`src/rtl/dhp_pkg.sv`:
```
// constants and types for the disk host port block
package dhp_pkg;
	// host side widths and register indices
	localparam int         DW         = 16;
	localparam logic [2:0] HREG_DATA  = 3'h0;
	localparam logic [2:0] HREG_CTRL  = 3'h1;
	localparam logic [2:0] HREG_DRVHD = 3'h6;
	localparam logic [2:0] HREG_CMD   = 3'h7;
	localparam int         DRV_BIT    = 4;
	localparam int         INTERRUPT_DISABLE_BIT_BIT   = 1;
	localparam int         SOFT_RESET_BIT_BIT   = 2;
	// avalon byte offsets
	localparam logic [5:0] A_CTRL     = 6'h00;
	localparam logic [5:0] A_ACTION   = 6'h04;
	localparam logic [5:0] A_STATUS   = 6'h08;
	localparam logic [5:0] A_DOUT     = 6'h0c;
	localparam logic [5:0] A_DIN      = 6'h10;
	localparam logic [5:0] A_INFO     = 6'h14;
	localparam logic [5:0] A_EV_STAT  = 6'h18;
	localparam logic [5:0] A_EV_CLR   = 6'h1c;
	localparam logic [5:0] A_EV_EN    = 6'h20;
	// control and action bits
	localparam int         CB_MORE    = 0;
	localparam int         CB_RDY     = 1;
	localparam int         AB_BLK     = 0;
	localparam int         AB_SUP     = 1;
	localparam int         AB_RAISE   = 2;
	// event bits
	localparam int         EV_WR      = 0;
	localparam int         EV_CMD     = 1;
	localparam int         EV_RD      = 2;
	localparam int         EV_SOFT_RESET_BIT    = 3;
	localparam int         EV_ACK     = 4;
	localparam int         EV_N       = 5;
	// reset values
	localparam logic [15:0] RST_WORD  = 16'h0000;
	localparam logic [4:0]  RST_EV    = 5'h00;
	// one host access: address and data
	typedef struct packed {
		logic [2:0]  addr;
		logic [15:0] data;
	} dhp_acc_t;
	// dma handshake states, gray from idle to req to hold
	typedef enum logic [1:0] {
		DMA_IDLE = 2'b00,
		DMA_REQ  = 2'b01,
		DMA_HOLD = 2'b11
	} dhp_dma_t;
endpackage : dhp_pkg

```
`src/rtl/dhp_host_port.sv`:
```
// device side host port with strobes, ready, dma and interrupt
//
// The Avalon-MM interface to the registers and the placing of the registers were left to the implementer.
`timescale 1ns/1ps
//
// Contract
// - write strobe rise stores host data
// - drive read data while read strobe low
// - pull ready low until data port ready
// - cable select picks drive zero or one
// - interrupt needs pending, selected, enabled
// - disabled or unselected interrupt floats
// - hard or soft reset clears interrupt
// - command write or status read clears
// - each pio block start raises interrupt
// - skip first block for write commands
// - hold dma request until acknowledge
module dhp_host_port
	import dhp_pkg::*;
(
	// clock and reset
	input  wire logic          clk_in,
	input  wire logic          soft_reset_bit_in,
	// avalon slave
	input  wire logic [5:0]    avs_address_in,
	input  wire logic          avs_read_in,
	input  wire logic          avs_write_in,
	input  wire logic [31:0]   avs_writedata_in,
	input  wire logic [3:0]    avs_byteenable_in,
	output logic [31:0]        avs_readdata_out,
	output logic               avs_waitrequest_out,
	output logic               irq_out,
	// host strobes, address, cable select and dma acknowledge
	input  wire logic          host_write_strobe_n_in,
	input  wire logic          host_read_strobe_n_in,
	input  wire logic [2:0]    port_address_in,
	input  wire logic          cable_select_in,
	input  wire logic          dma_ack_n_in,
	// host data bus, three signals
	input  wire logic [DW-1:0] host_data_bus_in,
	output logic [DW-1:0]      host_data_bus_out,
	output logic               host_data_bus_oe_out,
	// open drain ready, tri-state interrupt driven high or low, driven dma request
	output logic               channel_ready_out,
	output logic               channel_ready_oe_out,
	output logic               dma_request_out,
	output logic               host_interrupt_out,
	output logic               host_interrupt_oe_out
);
	// byte enable merge for writable registers
	function automatic logic [31:0] merge(input logic [31:0] old,
		input logic [31:0] wd, input logic [3:0] be);
		logic [31:0] m;
		m = {{8{be[3]}}, {8{be[2]}}, {8{be[1]}}, {8{be[0]}}};
		return (old & ~m) | (wd & m);
	endfunction : merge

	// host address compare
	function automatic logic hit(input logic [2:0] a,
		input logic [2:0] idx);
		return a == idx;
	endfunction : hit

	// synchroniser stages: wr, rd, ack
	logic [2:0]     s1_reg, s2_reg, s3_reg;
	// bus slave state
	logic           wait_reg, wait_next;
	logic [31:0]    rdata_reg, rdata_next;
	// software registers
	logic [1:0]     ctrl_reg, ctrl_next;
	logic [7:0]     stat_reg, stat_next;
	logic [15:0]    dout_reg, dout_next;
	logic [15:0]    din_reg, din_next;
	logic [EV_N-1:0] ev_reg, ev_next;
	logic [EV_N-1:0] en_reg, en_next;
	logic           irq_reg, irq_next;
	// host side state
	dhp_acc_t       hold_reg, hold_next;
	logic [7:0]     cmd_reg, cmd_next;
	logic           drvsel_reg, drvsel_next;
	logic           interrupt_disable_bit_reg, interrupt_disable_bit_next;
	logic           srstb_reg, srstb_next;
	logic           drive_reg, drive_next;
	logic           rel_reg;
	logic           pend_reg, pend_next;
	logic           first_reg, first_next;
	logic [DW-1:0]  hout_reg, hout_next;
	logic           hoe_reg, hoe_next;
	logic           rdy_reg, rdy_next;
	logic           rdyoe_reg, rdyoe_next;
	logic           into_reg, into_next;
	logic           intoe_reg, intoe_next;
	dhp_dma_t       dma_reg, dma_next;
	// decoded strobes
	logic           wr_act, rd_act, ack_act, wr_rise, rd_rise;
	logic           acc, aw, sel, blk_set, set_pend, clr_pend;
	logic [31:0]    mw; // merged write word before narrowing
	logic [EV_N-1:0] ev_set;

	// strobe levels and edges, stage two onward only
	always_comb
	begin
		wr_act  = !s2_reg[0];
		rd_act  = !s2_reg[1];
		ack_act = !s2_reg[2];
		wr_rise = s2_reg[0] && !s3_reg[0];
		rd_rise = s2_reg[1] && !s3_reg[1];
		sel     = drvsel_reg == drive_reg;
		acc     = (avs_read_in || avs_write_in) && !wait_reg;
		aw      = acc && avs_write_in;
	end

	// synchroniser registers
	always_ff @(posedge clk_in)
	begin
		if (soft_reset_bit_in)
		begin
			s1_reg <= 3'h7;
			s2_reg <= 3'h7;
			s3_reg <= 3'h7;
		end
		else
		begin
			s1_reg <= {dma_ack_n_in, host_read_strobe_n_in,
				host_write_strobe_n_in};
			s2_reg <= s1_reg;
			s3_reg <= s2_reg;
		end
	end

	// host access decode and interrupt logic
	always_comb
	begin
		hold_next   = hold_reg;
		cmd_next    = cmd_reg;
		drvsel_next = drvsel_reg;
		interrupt_disable_bit_next   = interrupt_disable_bit_reg;
		srstb_next  = srstb_reg;
		din_next    = din_reg;
		first_next  = first_reg;
		// latch address and data while strobe low
		if (wr_act)
		begin
			hold_next.addr = port_address_in;
			hold_next.data = host_data_bus_in;
		end
		// commit on rising edge
		if (wr_rise)
		begin
			if (hit(hold_reg.addr, HREG_DATA))
				din_next = hold_reg.data;
			else if (hit(hold_reg.addr, HREG_CTRL))
			begin
				interrupt_disable_bit_next  = hold_reg.data[INTERRUPT_DISABLE_BIT_BIT];
				srstb_next = hold_reg.data[SOFT_RESET_BIT_BIT];
			end
			else if (hit(hold_reg.addr, HREG_DRVHD))
				drvsel_next = hold_reg.data[DRV_BIT];
			else if (hit(hold_reg.addr, HREG_CMD))
			begin
				cmd_next   = hold_reg.data[7:0];
				first_next = 1'b1;
			end
		end
		// block start, suppressed first block
		blk_set = aw && avs_address_in == A_ACTION &&
			avs_writedata_in[AB_BLK] &&
			!(avs_writedata_in[AB_SUP] && first_reg);
		if (aw && avs_address_in == A_ACTION &&
			avs_writedata_in[AB_BLK])
			first_next = 1'b0;
		set_pend = blk_set || (aw && avs_address_in == A_ACTION &&
			avs_writedata_in[AB_RAISE]);
		// soft reset, command write, status read
		clr_pend = srstb_reg ||
			(wr_rise && hit(hold_reg.addr, HREG_CMD)) ||
			(rd_rise && hit(port_address_in, HREG_CMD));
		if (set_pend)
			pend_next = 1'b1;
		else if (clr_pend)
			pend_next = 1'b0;
		else
			pend_next = pend_reg;
		// drive when selected and enabled, level from pending
		into_next  = pend_reg;
		intoe_next = sel && !interrupt_disable_bit_reg;
		// read data onto bus while strobe low
		hoe_next  = rd_act && sel;
		if (hit(port_address_in, HREG_DATA))
			hout_next = dout_reg;
		else if (hit(port_address_in, HREG_CMD))
			hout_next = {8'h00, stat_reg};
		else if (hit(port_address_in, HREG_DRVHD))
			hout_next = {11'h000, drvsel_reg, 4'h0};
		else
			hout_next = RST_WORD;
		// stretch data port access until ready
		rdy_next   = ctrl_reg[CB_RDY];
		rdyoe_next = (rd_act || wr_act) && sel &&
			hit(port_address_in, HREG_DATA) && !ctrl_reg[CB_RDY];
		// cable select held from reset release
		drive_next = rel_reg ? drive_reg : cable_select_in;
	end

	// host side registers
	always_ff @(posedge clk_in)
	begin
		if (soft_reset_bit_in)
		begin
			hold_reg   <= '0;
			cmd_reg    <= 8'h00;
			drvsel_reg <= 1'b0;
			interrupt_disable_bit_reg   <= 1'b0;
			srstb_reg  <= 1'b0;
			din_reg    <= RST_WORD;
			first_reg  <= 1'b0;
			pend_reg   <= 1'b0;
			into_reg   <= 1'b0;
			intoe_reg  <= 1'b0;
			hout_reg   <= RST_WORD;
			hoe_reg    <= 1'b0;
			rdy_reg    <= 1'b0;
			rdyoe_reg  <= 1'b0;
			drive_reg  <= 1'b0;
			rel_reg    <= 1'b0;
		end
		else
		begin
			hold_reg   <= hold_next;
			cmd_reg    <= cmd_next;
			drvsel_reg <= drvsel_next;
			interrupt_disable_bit_reg   <= interrupt_disable_bit_next;
			srstb_reg  <= srstb_next;
			din_reg    <= din_next;
			first_reg  <= first_next;
			pend_reg   <= pend_next;
			into_reg   <= into_next;
			intoe_reg  <= intoe_next;
			hout_reg   <= hout_next;
			hoe_reg    <= hoe_next;
			rdy_reg    <= rdy_next;
			rdyoe_reg  <= rdyoe_next;
			drive_reg  <= drive_next;
			rel_reg    <= 1'b1;
		end
	end

	// dma request handshake
	always_comb
	begin
		case (dma_reg)
			DMA_IDLE: dma_next = (ctrl_reg[CB_MORE] && !ack_act) ?
				DMA_REQ : DMA_IDLE;
			DMA_REQ:  dma_next = ack_act ? DMA_HOLD : DMA_REQ;
			DMA_HOLD: dma_next = ack_act ? DMA_HOLD : DMA_IDLE;
			default:  dma_next = DMA_IDLE;
		endcase
	end

	// dma state register
	always_ff @(posedge clk_in)
	begin
		if (soft_reset_bit_in)
			dma_reg <= DMA_IDLE;
		else
			dma_reg <= dma_next;
	end

	// avalon slave, events and irq
	always_comb
	begin
		wait_next  = !((avs_read_in || avs_write_in) && wait_reg);
		ctrl_next  = ctrl_reg;
		stat_next  = stat_reg;
		dout_next  = dout_reg;
		en_next    = en_reg;
		rdata_next = rdata_reg;
		ev_set = '0;
		ev_set[EV_WR]   = wr_rise && hit(hold_reg.addr, HREG_DATA);
		ev_set[EV_CMD]  = wr_rise && hit(hold_reg.addr, HREG_CMD);
		ev_set[EV_RD]   = rd_rise && hit(port_address_in, HREG_DATA);
		ev_set[EV_SOFT_RESET_BIT] = srstb_next && !srstb_reg;
		ev_set[EV_ACK]  = dma_reg == DMA_REQ && ack_act;
		// set wins over clear
		ev_next = ev_reg;
		if (aw && avs_address_in == A_EV_CLR)
			ev_next = ev_reg & ~avs_writedata_in[EV_N-1:0];
		ev_next = ev_next | ev_set;
		// writes, merged word narrowed on purpose
		mw = 32'h0;
		if (aw)
		begin
			if (avs_address_in == A_CTRL)
			begin
				mw        = merge({30'h0, ctrl_reg}, avs_writedata_in,
					avs_byteenable_in);
				ctrl_next = mw[1:0];
			end
			else if (avs_address_in == A_STATUS)
			begin
				mw        = merge({24'h0, stat_reg}, avs_writedata_in,
					avs_byteenable_in);
				stat_next = mw[7:0];
			end
			else if (avs_address_in == A_DOUT)
			begin
				mw        = merge({16'h0, dout_reg}, avs_writedata_in,
					avs_byteenable_in);
				dout_next = mw[15:0];
			end
			else if (avs_address_in == A_EV_EN)
			begin
				mw      = merge({27'h0, en_reg}, avs_writedata_in,
					avs_byteenable_in);
				en_next = mw[EV_N-1:0];
			end
		end
		// read data prepared while waitrequest high
		if (avs_read_in && wait_reg)
		begin
			if (avs_address_in == A_CTRL)
				rdata_next = {30'h0, ctrl_reg};
			else if (avs_address_in == A_STATUS)
				rdata_next = {24'h0, stat_reg};
			else if (avs_address_in == A_DOUT)
				rdata_next = {16'h0, dout_reg};
			else if (avs_address_in == A_DIN)
				rdata_next = {16'h0, din_reg};
			else if (avs_address_in == A_INFO)
				rdata_next = {8'h0, cmd_reg, 8'h0, dma_reg, first_reg,
					pend_reg, srstb_reg, interrupt_disable_bit_reg, sel, drive_reg};
			else if (avs_address_in == A_EV_STAT)
				rdata_next = {27'h0, ev_reg};
			else if (avs_address_in == A_EV_EN)
				rdata_next = {27'h0, en_reg};
			else
				rdata_next = 32'h0;
		end
		irq_next = |(ev_reg & en_reg);
	end

	// slave registers
	always_ff @(posedge clk_in)
	begin
		if (soft_reset_bit_in)
		begin
			wait_reg  <= 1'b1;
			rdata_reg <= 32'h0;
			ctrl_reg  <= 2'h0;
			stat_reg  <= 8'h00;
			dout_reg  <= RST_WORD;
			ev_reg    <= RST_EV;
			en_reg    <= RST_EV;
			irq_reg   <= 1'b0;
		end
		else
		begin
			wait_reg  <= wait_next;
			rdata_reg <= rdata_next;
			ctrl_reg  <= ctrl_next;
			stat_reg  <= stat_next;
			dout_reg  <= dout_next;
			ev_reg    <= ev_next;
			en_reg    <= en_next;
			irq_reg   <= irq_next;
		end
	end

	// outputs straight from flops, dma request decoded from dma_reg
	assign avs_readdata_out      = rdata_reg;
	assign avs_waitrequest_out   = wait_reg;
	assign irq_out               = irq_reg;
	assign host_data_bus_out     = hout_reg;
	assign host_data_bus_oe_out  = hoe_reg;
	assign channel_ready_out     = rdy_reg;
	assign channel_ready_oe_out  = rdyoe_reg;
	assign dma_request_out       = dma_reg == DMA_REQ;
	assign host_interrupt_out    = into_reg;
	assign host_interrupt_oe_out = intoe_reg;
endmodule : dhp_host_port

```
`config.mk`:
```
export PLATFORM = sky130hd
export DESIGN_NAME = dhp_host_port
export DESIGN_NICKNAME = d
export VERILOG_FILES = /design/src/rtl/dhp_pkg.sv /design/src/rtl/dhp_host_port.sv
export SDC_FILE = /design/constraint.sdc
export NUM_CORES = 1
export LEC_CHECK = 0
export ABC_AREA = 0
export BUFFER_PORTS_ARGS = -buffer_cell sky130_fd_sc_hd__buf_2
export CAP_MARGIN = 20
export CELL_PAD_IN_SITES_DETAIL_PLACEMENT = 1
export CELL_PAD_IN_SITES_GLOBAL_PLACEMENT = 1
export CORE_MARGIN = 4
export CORE_UTILIZATION = 40
export DETAILED_ROUTE_END_ITERATION = 12
export PLACE_DENSITY = 0.78
export RECOVER_POWER = 50
export SKIP_LAST_GASP = 1
export SYNTH_ARGS = -nofsm -noshare
export SYNTH_HDL_FRONTEND = slang
export SYNTH_SLANG_ARGS = --single-unit
```
`constraint.sdc`:
```
create_clock -name clk_in -period 2.11 [get_ports clk_in]
set_input_delay 0 -clock clk_in [delete_from_list [all_inputs] [get_ports clk_in]]
set_output_delay 0 -clock clk_in [all_outputs]
set_load 0.02 [all_outputs]
```
* After elaboration in Yosys (flattened, before gate mapping)
Index checks and enable logic that the tools add are counted.
** Storage, ports and cells
- Register bits :: 151
- Input port bits :: 69
- Output and inout bits :: 56
- Word-level logic and storage cells :: 141
** Cells by class
- Eq/ne operators :: 16
- Muxes and demuxes :: 21
- Bitwise logic cells :: 20
- Reductions and logical operators :: 55
** Operator list (number)
- 24-bit two-way mux :: 5
- 16-bit AND :: 2
- 6-bit by 5-bit equality test with 1-bit output (second input constant) :: 4
- 1-bit logical AND :: 24
- 5-bit two-way mux :: 4
- 16-bit two-way mux :: 1
- 16-bit inverter :: 1
- 16-bit bitwise OR :: 1
- 5-bit AND :: 3
- 3-bit equality test (second input constant) :: 4
- 6-bit by 4-bit equality test with 1-bit output (second input constant) :: 2
- 1-bit logical NOT :: 11
- 5-bit bitwise OR :: 2
- 5-bit AND reduction :: 2
- 8-bit AND :: 1
- 8-bit two-way mux :: 1
- 8-bit bitwise OR :: 1
- 4-bit AND reduction :: 2
- 1-bit two-way mux :: 7
- 6-bit by 3-bit equality test with 1-bit output (second input constant) :: 1
- 6-bit equality test (second input constant) :: 1
- 3-bit logical NOT :: 2
- 6-bit logical NOT :: 1
- 1-bit inverter :: 6
- other kinds (16) :: 23

* Logic depth before layout (Yosys ltp)
Gate-level depths: netlist of the first run.
- Depth after elaboration :: 8
- Gate-level depth with buffers :: 7
- Gate-level depth less buffers :: 4

* Worst setup path before layout of the first run
OpenSTA, ideal clock, no wires.
- Path type :: reg2reg
- Start :: reg s2_reg[0]
- End :: reg din_reg[0]
- Library setup time :: 70 ps
- Arrival time :: 1639 ps
- Required time :: 2040 ps
- Slack :: 401 ps
- Stages on the path, launching flop included :: 8
- Cells stage by stage :: dfxtp_1 > clkbuf_1 > nor4b_2 > nor2b_1 > clkbuf_1 > clkbuf_1 > nand2_1 > a21oi_1
** Between the ends
- Word-level cells in the longest chain between the ends :: 2
** RTL lines
- start, declared :: line dhp_host_port.sv:65 : logic [2:0] s1_reg, s2_reg, s3_reg;
- start signal, assigned :: line dhp_host_port.sv:126 : s2_reg <= s1_reg;
- 1-bit logical AND :: line dhp_host_port.sv:106 : wr_rise = s2_reg[0] && !s3_reg[0];
- 2-bit AND reduction (no line)
- end signal, assigned :: line dhp_host_port.sv:234 : din_reg <= din_next;
- end, declared :: line dhp_host_port.sv:73 : logic [15:0] din_reg, din_next;
Every way passes these cells.
A chain may end at the register's enable or synchronous reset.

==> impl_metrics.csv, run 1 <==
group,metric,value,unit
sta,finalSetupTns,0,ps
route,vias_per_cell,5.380,
power_and_ir_drop,finalPower,0.006657,W
clock_network,clk_path_buf_depth,2,
finish,layout-drive-gt1-share,15.69,%
route,dr_total_vias,4993,
clock_network,insertion_delay,430,ps
synthesis,yosysWarnings,0,
synthesis,ys.flop_type,"dfxtp_1",
finish,num_antenna_cells,0,
clock_network,cts_inserted_buffers,17,
clock_network,cts_setup_buffers,0,
route,drcViolationCount,0,
critical_path,cp_max_fo,6,
synthesis,syn_inst,606,
hold_path,hp-class,"in -> reg",
finish,final_nets,808,
flow_run,maxCapViolCount,0,
sta,hold-worst-slack,153.1,ps
sta,maxSlewViolCount,0,
synthesis,synth_compound_area_share,12.33,%
sta,worst_pin_slew,1228,ps
global_route,grt_max_degree,65,
sta,finalCriticalPeriod,1989,ps
global_route,antenna_found_initial,0,
clock_network,h-tree-depth,4,
critical_path,crit_path_end_kind,"flop",
synthesis,synthXorXnorAreaFrac,0.1569,%
synthesis,yosysUniqueCellTypes,48,
clock_network,clk_pin_slew,70,ps
route,ant_nets,0,
global_route,grt_pass1_wl,28370,um
route,drt-initial-drc-count,312,
synthesis,ys_async_sr_fraction,0,%
finish,final_cell_mix,"dfxtp_1, nor2_1, nand2_1",
sta,setup_viol,0,
floorplanning,die-area,15910,sq um
placement,place_area,6196,sq um
floorplanning,die_w,126.1,um
route,avgRoutedWirePerCell,19.25,um
route,dr.pass1.iters,4,
power_and_ir_drop,p_leak,2.895,nW
clock_network,cts_root_buf,"clkbuf_16",
power_and_ir_drop,peakVddDrop,0.0005345,V
synthesis,syn-cell-area,5582,sq um
sta,period_share,94.26,%
finish,synthToLayoutAreaGrowth,29.68,%
sta,fin_worst_skew,9.078,ps
finish,final_common_cell,"dfxtp_1",
critical_path,path_class,"reg -> reg",
floorplanning,die_h,126.1,um
critical_path,arrival,2300,ps
global_route,grt-ovfl-total,0,
synthesis,synth_simple_gate_area_share,20.38,%
power_and_ir_drop,power_density,919.6,nW/um^2
finish,n_fill_cell,1614,
synthesis,ys_ff_latch,143,
critical_path,required,2420,ps
floorplanning,core_area,13450,sq um
floorplanning,start_util,41.49,%
sta,finalHoldViolCount,0,
finish,stdcell_area,7238,sq um
synthesis,seq_area_frac_synth,51.29,%
status,status,"finished, final reports clean",
global_route,grtUsageTotal,22.50,%
critical_path,critPathLaunchType,"flop",
synthesis,synth_edf_count,0,
placement,numPortBuffers,98,
clock_network,cts_tree,"done",
route,wirelength,17870,um
floorplanning,row_count,42,
synthesis,syn_area_per_cell,9.211,sq um
sta,relSlewSlack,18.11,%
clock_network,clock_sinks,143,
sta,fmax,502.8,MHz
synthesis,synth_mux_area_share,10.29,%
global_route,grt_pass1_vias,5276,
placement,globalplace.congestion,0.9162,
floorplanning,top_level_ports,125,
sta,rsz0062_at_grt,"no",
synthesis,synth_adder_area_share,0,%
synthesis,synth_top_family_by_area,"simple AND/OR/NAND/NOR gates",
placement,hpwl,11500,um
[cell type report]
| cell class | instances | area, sq um | share of cell area, % |
|---|---|---|---|
| Sequential cell | 143 | 2863 | 39.55 |
| Clock buffer | 18 | 439.2 | 6.067 |
| Tap cell | 176 | 220.2 | 3.042 |
| Inverter | 11 | 41.29 | 0.5704 |
| Clock inverter | 14 | 236.5 | 3.267 |
| Timing Repair Buffer | 159 | 989.7 | 13.67 |
| Multi-Input combinational cell | 407 | 2449 | 33.83 |
[repair_timing]
item / CTS / global route
resized for setup: 0 / 2
endpoints found under the hold margin: 60 / 0
hold buffers: 43 / 0
setup endpoints to repair: 0 / 11
[layer usage]
| metal | track usage (%) | up-vias | wire, um | part of all wire (%) |
|---|---|---|---|---|
| li1 | - | 2361 | - | - |
| met5 | 0 | - | 0 | 0 |
| met4 | 9.401 | 0 | 448 | 2.5 |
| met3 | 4.530 | 35 | 850 | 4.8 |
| met1 | 27.12 | 2446 | 7665 | 43 |
| met2 | 39.06 | 151 | 8901 | 50 |
[logic make-up after synthesis]
group,Yosys count
compound gates,108
simple gates,233
flops,143
mux,57
buf+inv,63
other cells,1
xor+xnor,1
[power breakdown]
part           internal, W  switching [W]
Sequential         0.00274      0.0000324
Combinational     0.000166       0.000255
Clock              0.00225        0.00121
Total              0.00516        0.00150
[cell usage after synthesis (all sizes together), types with 7 or more instances]
cell | number | area share [%]
a22o | 7 | 1.1
clkbuf | 35 | 2.4
nand3 | 22 | 2.0
nor3 | 18 | 1.6
nand2 | 63 | 4.2
buf | 16 | 2.2
mux2i | 54 | 9.7
and2 | 11 | 1.2
a21oi | 58 | 5.2
or2 | 9 | 1.0
nor2 | 67 | 4.5
a221oi | 10 | 1.6
dfxtp | 143 | 51
inv | 11 | 0.74
nor2b | 9 | 1.0
o21ai | 8 | 0.72
[critical path, cell delays in order (launching register included)]
cell and delay [ps]:
dfxtp_1 440, and3b_2 310, nand4b_1 140, buf_4 160
mux2i_1 200, nor2_1 60, dlygate4sd3_1 570
[worst paths after layout]
| path | start | end | slack, ps | cells past startpoint |
|---|---|---|---|---|
| hold / removal | avs_byteenable_in[0] | flop | 150 | 4 |
| hold reg to reg | s1_reg[0]$_SDFF_PP1_ | s2_reg[0]$_SDFF_PP1_ | 410 | 1 |
| setup reg to reg | avs_waitrequest_out$_SDFF_PP1_ | flop | 120 | 6 |
| setup / recovery | avs_waitrequest_out$_SDFF_PP1_ | flop | 120 | 6 |
[metrics by stage]
step	std cells	util [%]	worst slack, ps
global route	928	53.80	67.77
detailed placement	852	46.06	194.1
global placement	852	46.06	225.4
CTS	927	54.28	88.63
floorplan	613	-	400.6
finish	928	53.80	121.0
No activity file was read; power rests on OpenSTA's default activity.
==> run 2: changes to the inputs <==
- ABC_AREA: 0 -> 1
- CORE_UTILIZATION: 40 -> 39
- MAX_ROUTING_LAYER: not set -> met4
- PLACE_DENSITY: 0.78 -> 0.79
==> impl_metrics.csv, run 2 <==
group,metric,value,unit
placement,hpwl,11850,um
sta,period_share,79.57,%
clock_network,cts_root_buf,"clkbuf_16",
route,drt-initial-drc-count,226,
sta,worst_pin_slew,1155,ps
global_route,use_met1,26.57,%
route,ant_nets,0,
synthesis,seq_area_frac_synth,51.85,%
global_route,grt_util_met3,4.306,%
clock_network,clk_pin_slew,60,ps
route,drcViolationCount,0,
sta,fmax,595.6,MHz
synthesis,syn_inst,695,
power_and_ir_drop,power_density,893.9,nW/um^2
sta,finalSetupTns,0,ps
critical_path,r2r_setup_slack,430,ps
finish,final_common_cell,"dfxtp_1",
synthesis,syn-cell-area,5522,sq um
floorplanning,top_level_ports,125,
synthesis,synth.most_common_cell,"dfxtp_1",
critical_path,timing.rr.end,"cmd_reg[2]$_SDFFE_PP0P_",
synthesis,yosysTopAreaCell,"dfxtp_1",
clock_network,clock_sinks,143,
critical_path,crit_path_end_kind,"flop",
finish,num_antenna_cells,0,
finish,final_nets,905,
hold_path,holdCritStartpoint,"avs_address_in[4]",
floorplanning,start_util,39.78,%
global_route,grt_util_met2,39.91,%
clock_network,insertion_delay,430,ps
synthesis,synth_common_cells,"dfxtp_1, nor2_1, a21oi_1, nand2_1, o21ai_0",
critical_path,startpoint,"hold_reg[17]$_SDFFE_PP0N_",
clock_network,clk_path_buf_depth,2,
floorplanning,row_count,43,
placement,numPortBuffers,98,
floorplanning,die-area,16130,sq um
clock_network,cts_tree,"done",
flow_run,maxCapViolCount,0,
global_route,antenna_found_initial,0,
global_route,busiest_layer,"met2",
finish,synthToLayoutAreaGrowth,29.46,%
finish,final_cells,1029,
clock_network,cts_inserted_buffers,17,
global_route,grt_pass1_vias,5575,
sta,relSlewSlack,22.99,%
power_and_ir_drop,p_leak,2.765,nW
route,dr_total_vias,5282,
placement,dp_cells,955,
global_route,grt-ovfl-total,0,
power_and_ir_drop,finalPower,0.006390,W
synthesis,ys_async_sr_fraction,0,%
floorplanning,die_w,127.0,um
route,avgRoutedWirePerCell,17.24,um
critical_path,critPathLaunchType,"flop",
synthesis,syn_area_per_cell,7.945,sq um
route,wirelength,17740,um
global_route,grtUsageTotal,23.16,%
synthesis,ys.flop_type,"dfxtp_1",
sta,maxSlewViolCount,0,
synthesis,yosysUniqueCellTypes,38,
critical_path,cp_max_fo,10,
floorplanning,core_area,13880,sq um
critical_path,r2r_start,"hold_reg[17]$_SDFFE_PP0N_",
sta,fin_worst_skew,10.24,ps
global_route,grt_pass1_wl,28470,um
clock_network,h-tree-depth,4,
critical_path,required,2420,ps
hold_path,hp-class,"in -> reg",
route,vias_per_cell,5.133,
critical_path,path_class,"reg -> reg",
power_and_ir_drop,peakVddDrop,0.0004810,V
critical_path,ff2ff_path_depth,5,
sta,setup_viol,0,
synthesis,synth_top_cell_area_share,51.85,%
sta,rsz0062_at_grt,"no",
route,dr.pass1.iters,4,
placement,globalplace.congestion,0.9134,
finish,final_cell_mix,"dfxtp_1, nor2_1, a21oi_1",
sta,finalHoldViolCount,0,
status,status,"finished, final reports clean",
synthesis,synth_area_leaders,"dfxtp_1, a21oi_1, nor2_1, o21ai_0, nand2_1",
floorplanning,die_h,127.0,um
synthesis,ys_ff_latch,143,
hold_path,hold_depth,3,
finish,layout-drive-gt1-share,14.49,%
synthesis,synth_edf_count,0,
critical_path,arrival,1980,ps
sta,finalCriticalPeriod,1679,ps
synthesis,yosysWarnings,0,
global_route,grt_max_degree,65,
## run 2: cell count changes after synthesis, sizes merged, moves of 11 or more
cell | before | now
o22ai | 2 | 15
o21ai | 8 | 85
inv | 11 | 67
a21oi | 58 | 87
and2 | 11 | 0
nor2 | 67 | 108
nand2 | 63 | 80
nor3 | 18 | 6
mux2i | 54 | 0
clkbuf | 35 | 21
nand4 | 1 | 13
## run 2: cell families (layout without fill, tap and decap cells)
| logic type | count (synthesis) | after routing | share of synthesized area [%] |
|---|---|---|---|
| AND/OR/NAND/NOR | 247 | 247 | 20.92 |
| other | 1 | 8 | 0.06792 |
| AO/OA/AOI/OAI | 196 | 196 | 18.65 |
| buffers and inverters | 107 | 254 | 8.361 |
| XOR/XNOR | 1 | 1 | 0.1587 |
| flip-flops | 143 | 143 | 51.85 |
## run 2: how the worst max path moves through the flow
| stage | to | slack (ps) |
|---|---|---|
| 5_1_grt | avs_waitrequest_out$_SDFF_PP1_ | 310 |
| 6_report | cmd_reg[2]$_SDFFE_PP0P_ | 430 |
| 3_5_place_dp | flop | 470 |
| 4_1_cts | cmd_reg[2]$_SDFFE_PP0P_ | 420 |
| 3_3_place_gp | flop | 540 |
| 2_1_floorplan | avs_readdata_out[22]$_SDFFE_PP0P_ | 670 |
## run 2: through the flow
stage               area, sq um  hold slack (ps)  utilization [%]  setup slack, ps
floorplan                  5548            103.8                -            671.3
global placement           6152            182.3            44.32            537.1
detailed placement         6152            188.9            44.32            468.0
CTS                        7219            9.084            52.01            418.9
global route               7148            41.88            51.50            306.6
finish                     7148            20.18            51.50            431.0
## run 2: metal layers
metal / routed length, um / up-vias
li1: - / 2574
met1: 7223 / 2536
met2: 9073 / 145
met3: 1047 / 27
met4: 393 / 0
met5: 0 / -
## run 2: layout make-up
cell class / count / area, sq um
inverters: 71 / 267.8
clock buffers: 25 / 525.5
fillers: 1739 / 6733
well taps: 180 / 225.2
repair buffers: 151 / 922.1
clock inverters: 7 / 121.4
multi-input cells: 452 / 2223
flip-flops and latches: 143 / 2863
## run 2: critical path, cell delays in order, from the launching register on
cell,delay [ps]
dfxtp_1,330
and3_1,180
nand2_1,280
clkinv_1,360
o21ai_0,320
a21oi_1,90
## run 2: what timing repair did
item	4_1_cts	5_1_grt
hold buffers	42	0
resized for setup	0	0
buffers inserted	0	0
hold endpoints to repair	53	0
## run 2: power by group
part | internal, W | switching (W)
clock | 0.00209 | 0.00114
combinational | 0.000149 | 0.000246
sequential | 0.00275 | 0.0000281
total | 0.00498 | 0.00141
==> run 3: changes to the inputs <==
- clock period: 2.11 -> 1.7 ns (I/O delays scaled with it)
==> impl_metrics.csv, run 3 (synthesis gave the netlist of run 2 again) <==
group,metric,value,unit
sta,period_share,90.91,%
sta,worst_pin_slew,962.5,ps
route,ant_nets,0,
route,drt-initial-drc-count,328,
finish,final_common_cell,"dfxtp_1",
global_route,grt_pass1_wl,29060,um
sta,finalHoldViolCount,0,
sta,setup_viol,0,
critical_path,arrival,1810,ps
power_and_ir_drop,switchingPower,0.001807,W
power_and_ir_drop,p_leak,2.784,nW
floorplanning,row_count,43,
critical_path,critPathLaunchType,"input pin",
floorplanning,die-area,16130,sq um
clock_network,clk_pin_slew,60,ps
power_and_ir_drop,peakVddDrop,0.0006334,V
critical_path,cp_cell_sequence,"dlygate4sd3_1, buf_2, inv_1, nand3_1, clkbuf_1, o22ai_1",
finish,layout-drive-gt1-share,14.92,%
route,avgRoutedWirePerCell,17.56,um
sta,finalCriticalPeriod,1546,ps
clock_network,clk_path_buf_depth,2,
clock_network,cts_root_buf,"clkbuf_16",
global_route,antenna_found_initial,0,
sta,finalSetupTns,0,ps
clock_network,clock_sinks,143,
critical_path,crit_path_max_incr_delay,730,ps
floorplanning,die_h,127.0,um
flow_run,maxCapViolCount,0,
route,dr.pass1.iters,7,
status,status,"finished, final reports clean",
power_and_ir_drop,switching_share,22.94,%
global_route,grtUsageTotal,23.65,%
finish,final_cell_mix,"dfxtp_1, nor2_1, a21oi_1",
clock_network,h-tree-depth,4,
critical_path,cp_slowest_cell,"clkbuf_1",
critical_path,required,1970,ps
floorplanning,core_area,13880,sq um
sta,rsz0062_at_grt,"no",
sta,maxSlewViolCount,0,
critical_path,cp_max_fo,16,
sta,fin_worst_skew,5.850,ps
sta,hold-worst-slack,13.88,ps
power_and_ir_drop,power_density,1102,nW/um^2
placement,numPortBuffers,98,
global_route,grt_max_degree,53,
sta,relSlewSlack,35.83,%
floorplanning,top_level_ports,125,
power_and_ir_drop,combPwrFrac,6.3,%
power_and_ir_drop,pwr-share-clk,50.0,%
route,vias_per_cell,5.131,
placement,dp_cells,957,
global_route,grt-ovfl-total,0,
power_and_ir_drop,share_seq_of_total_power,43.7,%
finish,num_antenna_cells,0,
finish,final_cells,1031,
placement,hpwl,12350,um
clock_network,cts_inserted_buffers,17,
global_route,grt_pass1_vias,5664,
power_and_ir_drop,internal_power,0.006070,W
hold_path,hp-class,"in -> reg",
critical_path,path_class,"in -> reg",
finish,fin_util,51.51,%
critical_path,crit_path_end_kind,"flop",
sta,fmax,647.0,MHz
floorplanning,start_util,39.78,%
route,wirelength,18110,um
finish,synthToLayoutAreaGrowth,29.50,%
route,drcViolationCount,0,
placement,globalplace.congestion,0.9105,
floorplanning,die_w,127.0,um
clock_network,insertion_delay,430,ps
route,dr_total_vias,5290,
finish,final_nets,907,
clock_network,cts_tree,"done",
==> run 3: metal layers <==
| layer | track usage, % | share of wire (%) | vias to the layer above | wire (um) |
|---|---|---|---|---|
| li1 | - | - | 2574 | - |
| met1 | 27.24 | 42 | 2535 | 7550 |
| met2 | 40.72 | 51 | 148 | 9272 |
| met3 | 4.808 | 4.8 | 33 | 868 |
| met4 | 8.833 | 2.3 | 0 | 417 |
| met5 | - | 0 | - | 0 |
==> run 3: metrics by stage <==
| step | setup slack (ps) | power [W] | cell area, sq um |
|---|---|---|---|
| 2_1_floorplan | 261.3 | 0.003766 | 5548 |
| 3_3_place_gp | 308.8 | 0.003911 | 6167 |
| 3_5_place_dp | 208.3 | 0.003934 | 6167 |
| 4_1_cts | 193.3 | 0.007914 | 7219 |
| 5_1_grt | 37.10 | 0.008146 | 7151 |
| 6_report | 154.5 | 0.007877 | 7151 |
==> run 3: power groups by stage <==
stage | Sequential, W | Combinational [W] | Clock (W)
3_3_place_gp | 0.00351 | 0.000401 | 0
2_1_floorplan | 0.00351 | 0.000255 | 0
6_report | 0.00344 | 0.000499 | 0.00394
4_1_cts | 0.00344 | 0.000499 | 0.00397
5_1_grt | 0.00345 | 0.000550 | 0.00415
3_5_place_dp | 0.00351 | 0.000419 | 0
==> run 3: worst paths after layout <==
check,from,endpoint,slack (ps),cells after the start
setup / recovery,port_address_in[0],host_data_bus_out[7]$_SDFF_PP0_,150,6
hold / removal,avs_address_in[4],flop,10,3
setup reg to reg,avs_waitrequest_out$_SDFF_PP1_,flop,210,5
hold reg to reg,s1_reg[0]$_SDFF_PP1_,s2_reg[0]$_SDFF_PP1_,420,1
==> run 3: repair_timing <==
item                       4_1_cts  5_1_grt
hold endpoints to repair        57        0
gates resized for setup          0        0
setup endpoints to repair        0        0
setup buffers                    0        0
hold buffers                    42        0
==> run 3: final cells by class <==
class | count | area, sq um
tap | 180 | 225.2
inverter | 71 | 267.8
multi-input combinational | 452 | 2223
clock inverter | 11 | 151.4
fill | 1744 | 6730
clock buffer | 21 | 480.5
timing repair buffer | 153 | 939.7
sequential | 143 | 2863
==> run 3: critical path: cells and delay by family <==
kind / cells / cell delay (ps)
buffers and inverters: 4 / 1470
AOI/OAI and AO/OA: 1 / 190
and+or+nand+nor: 1 / 130
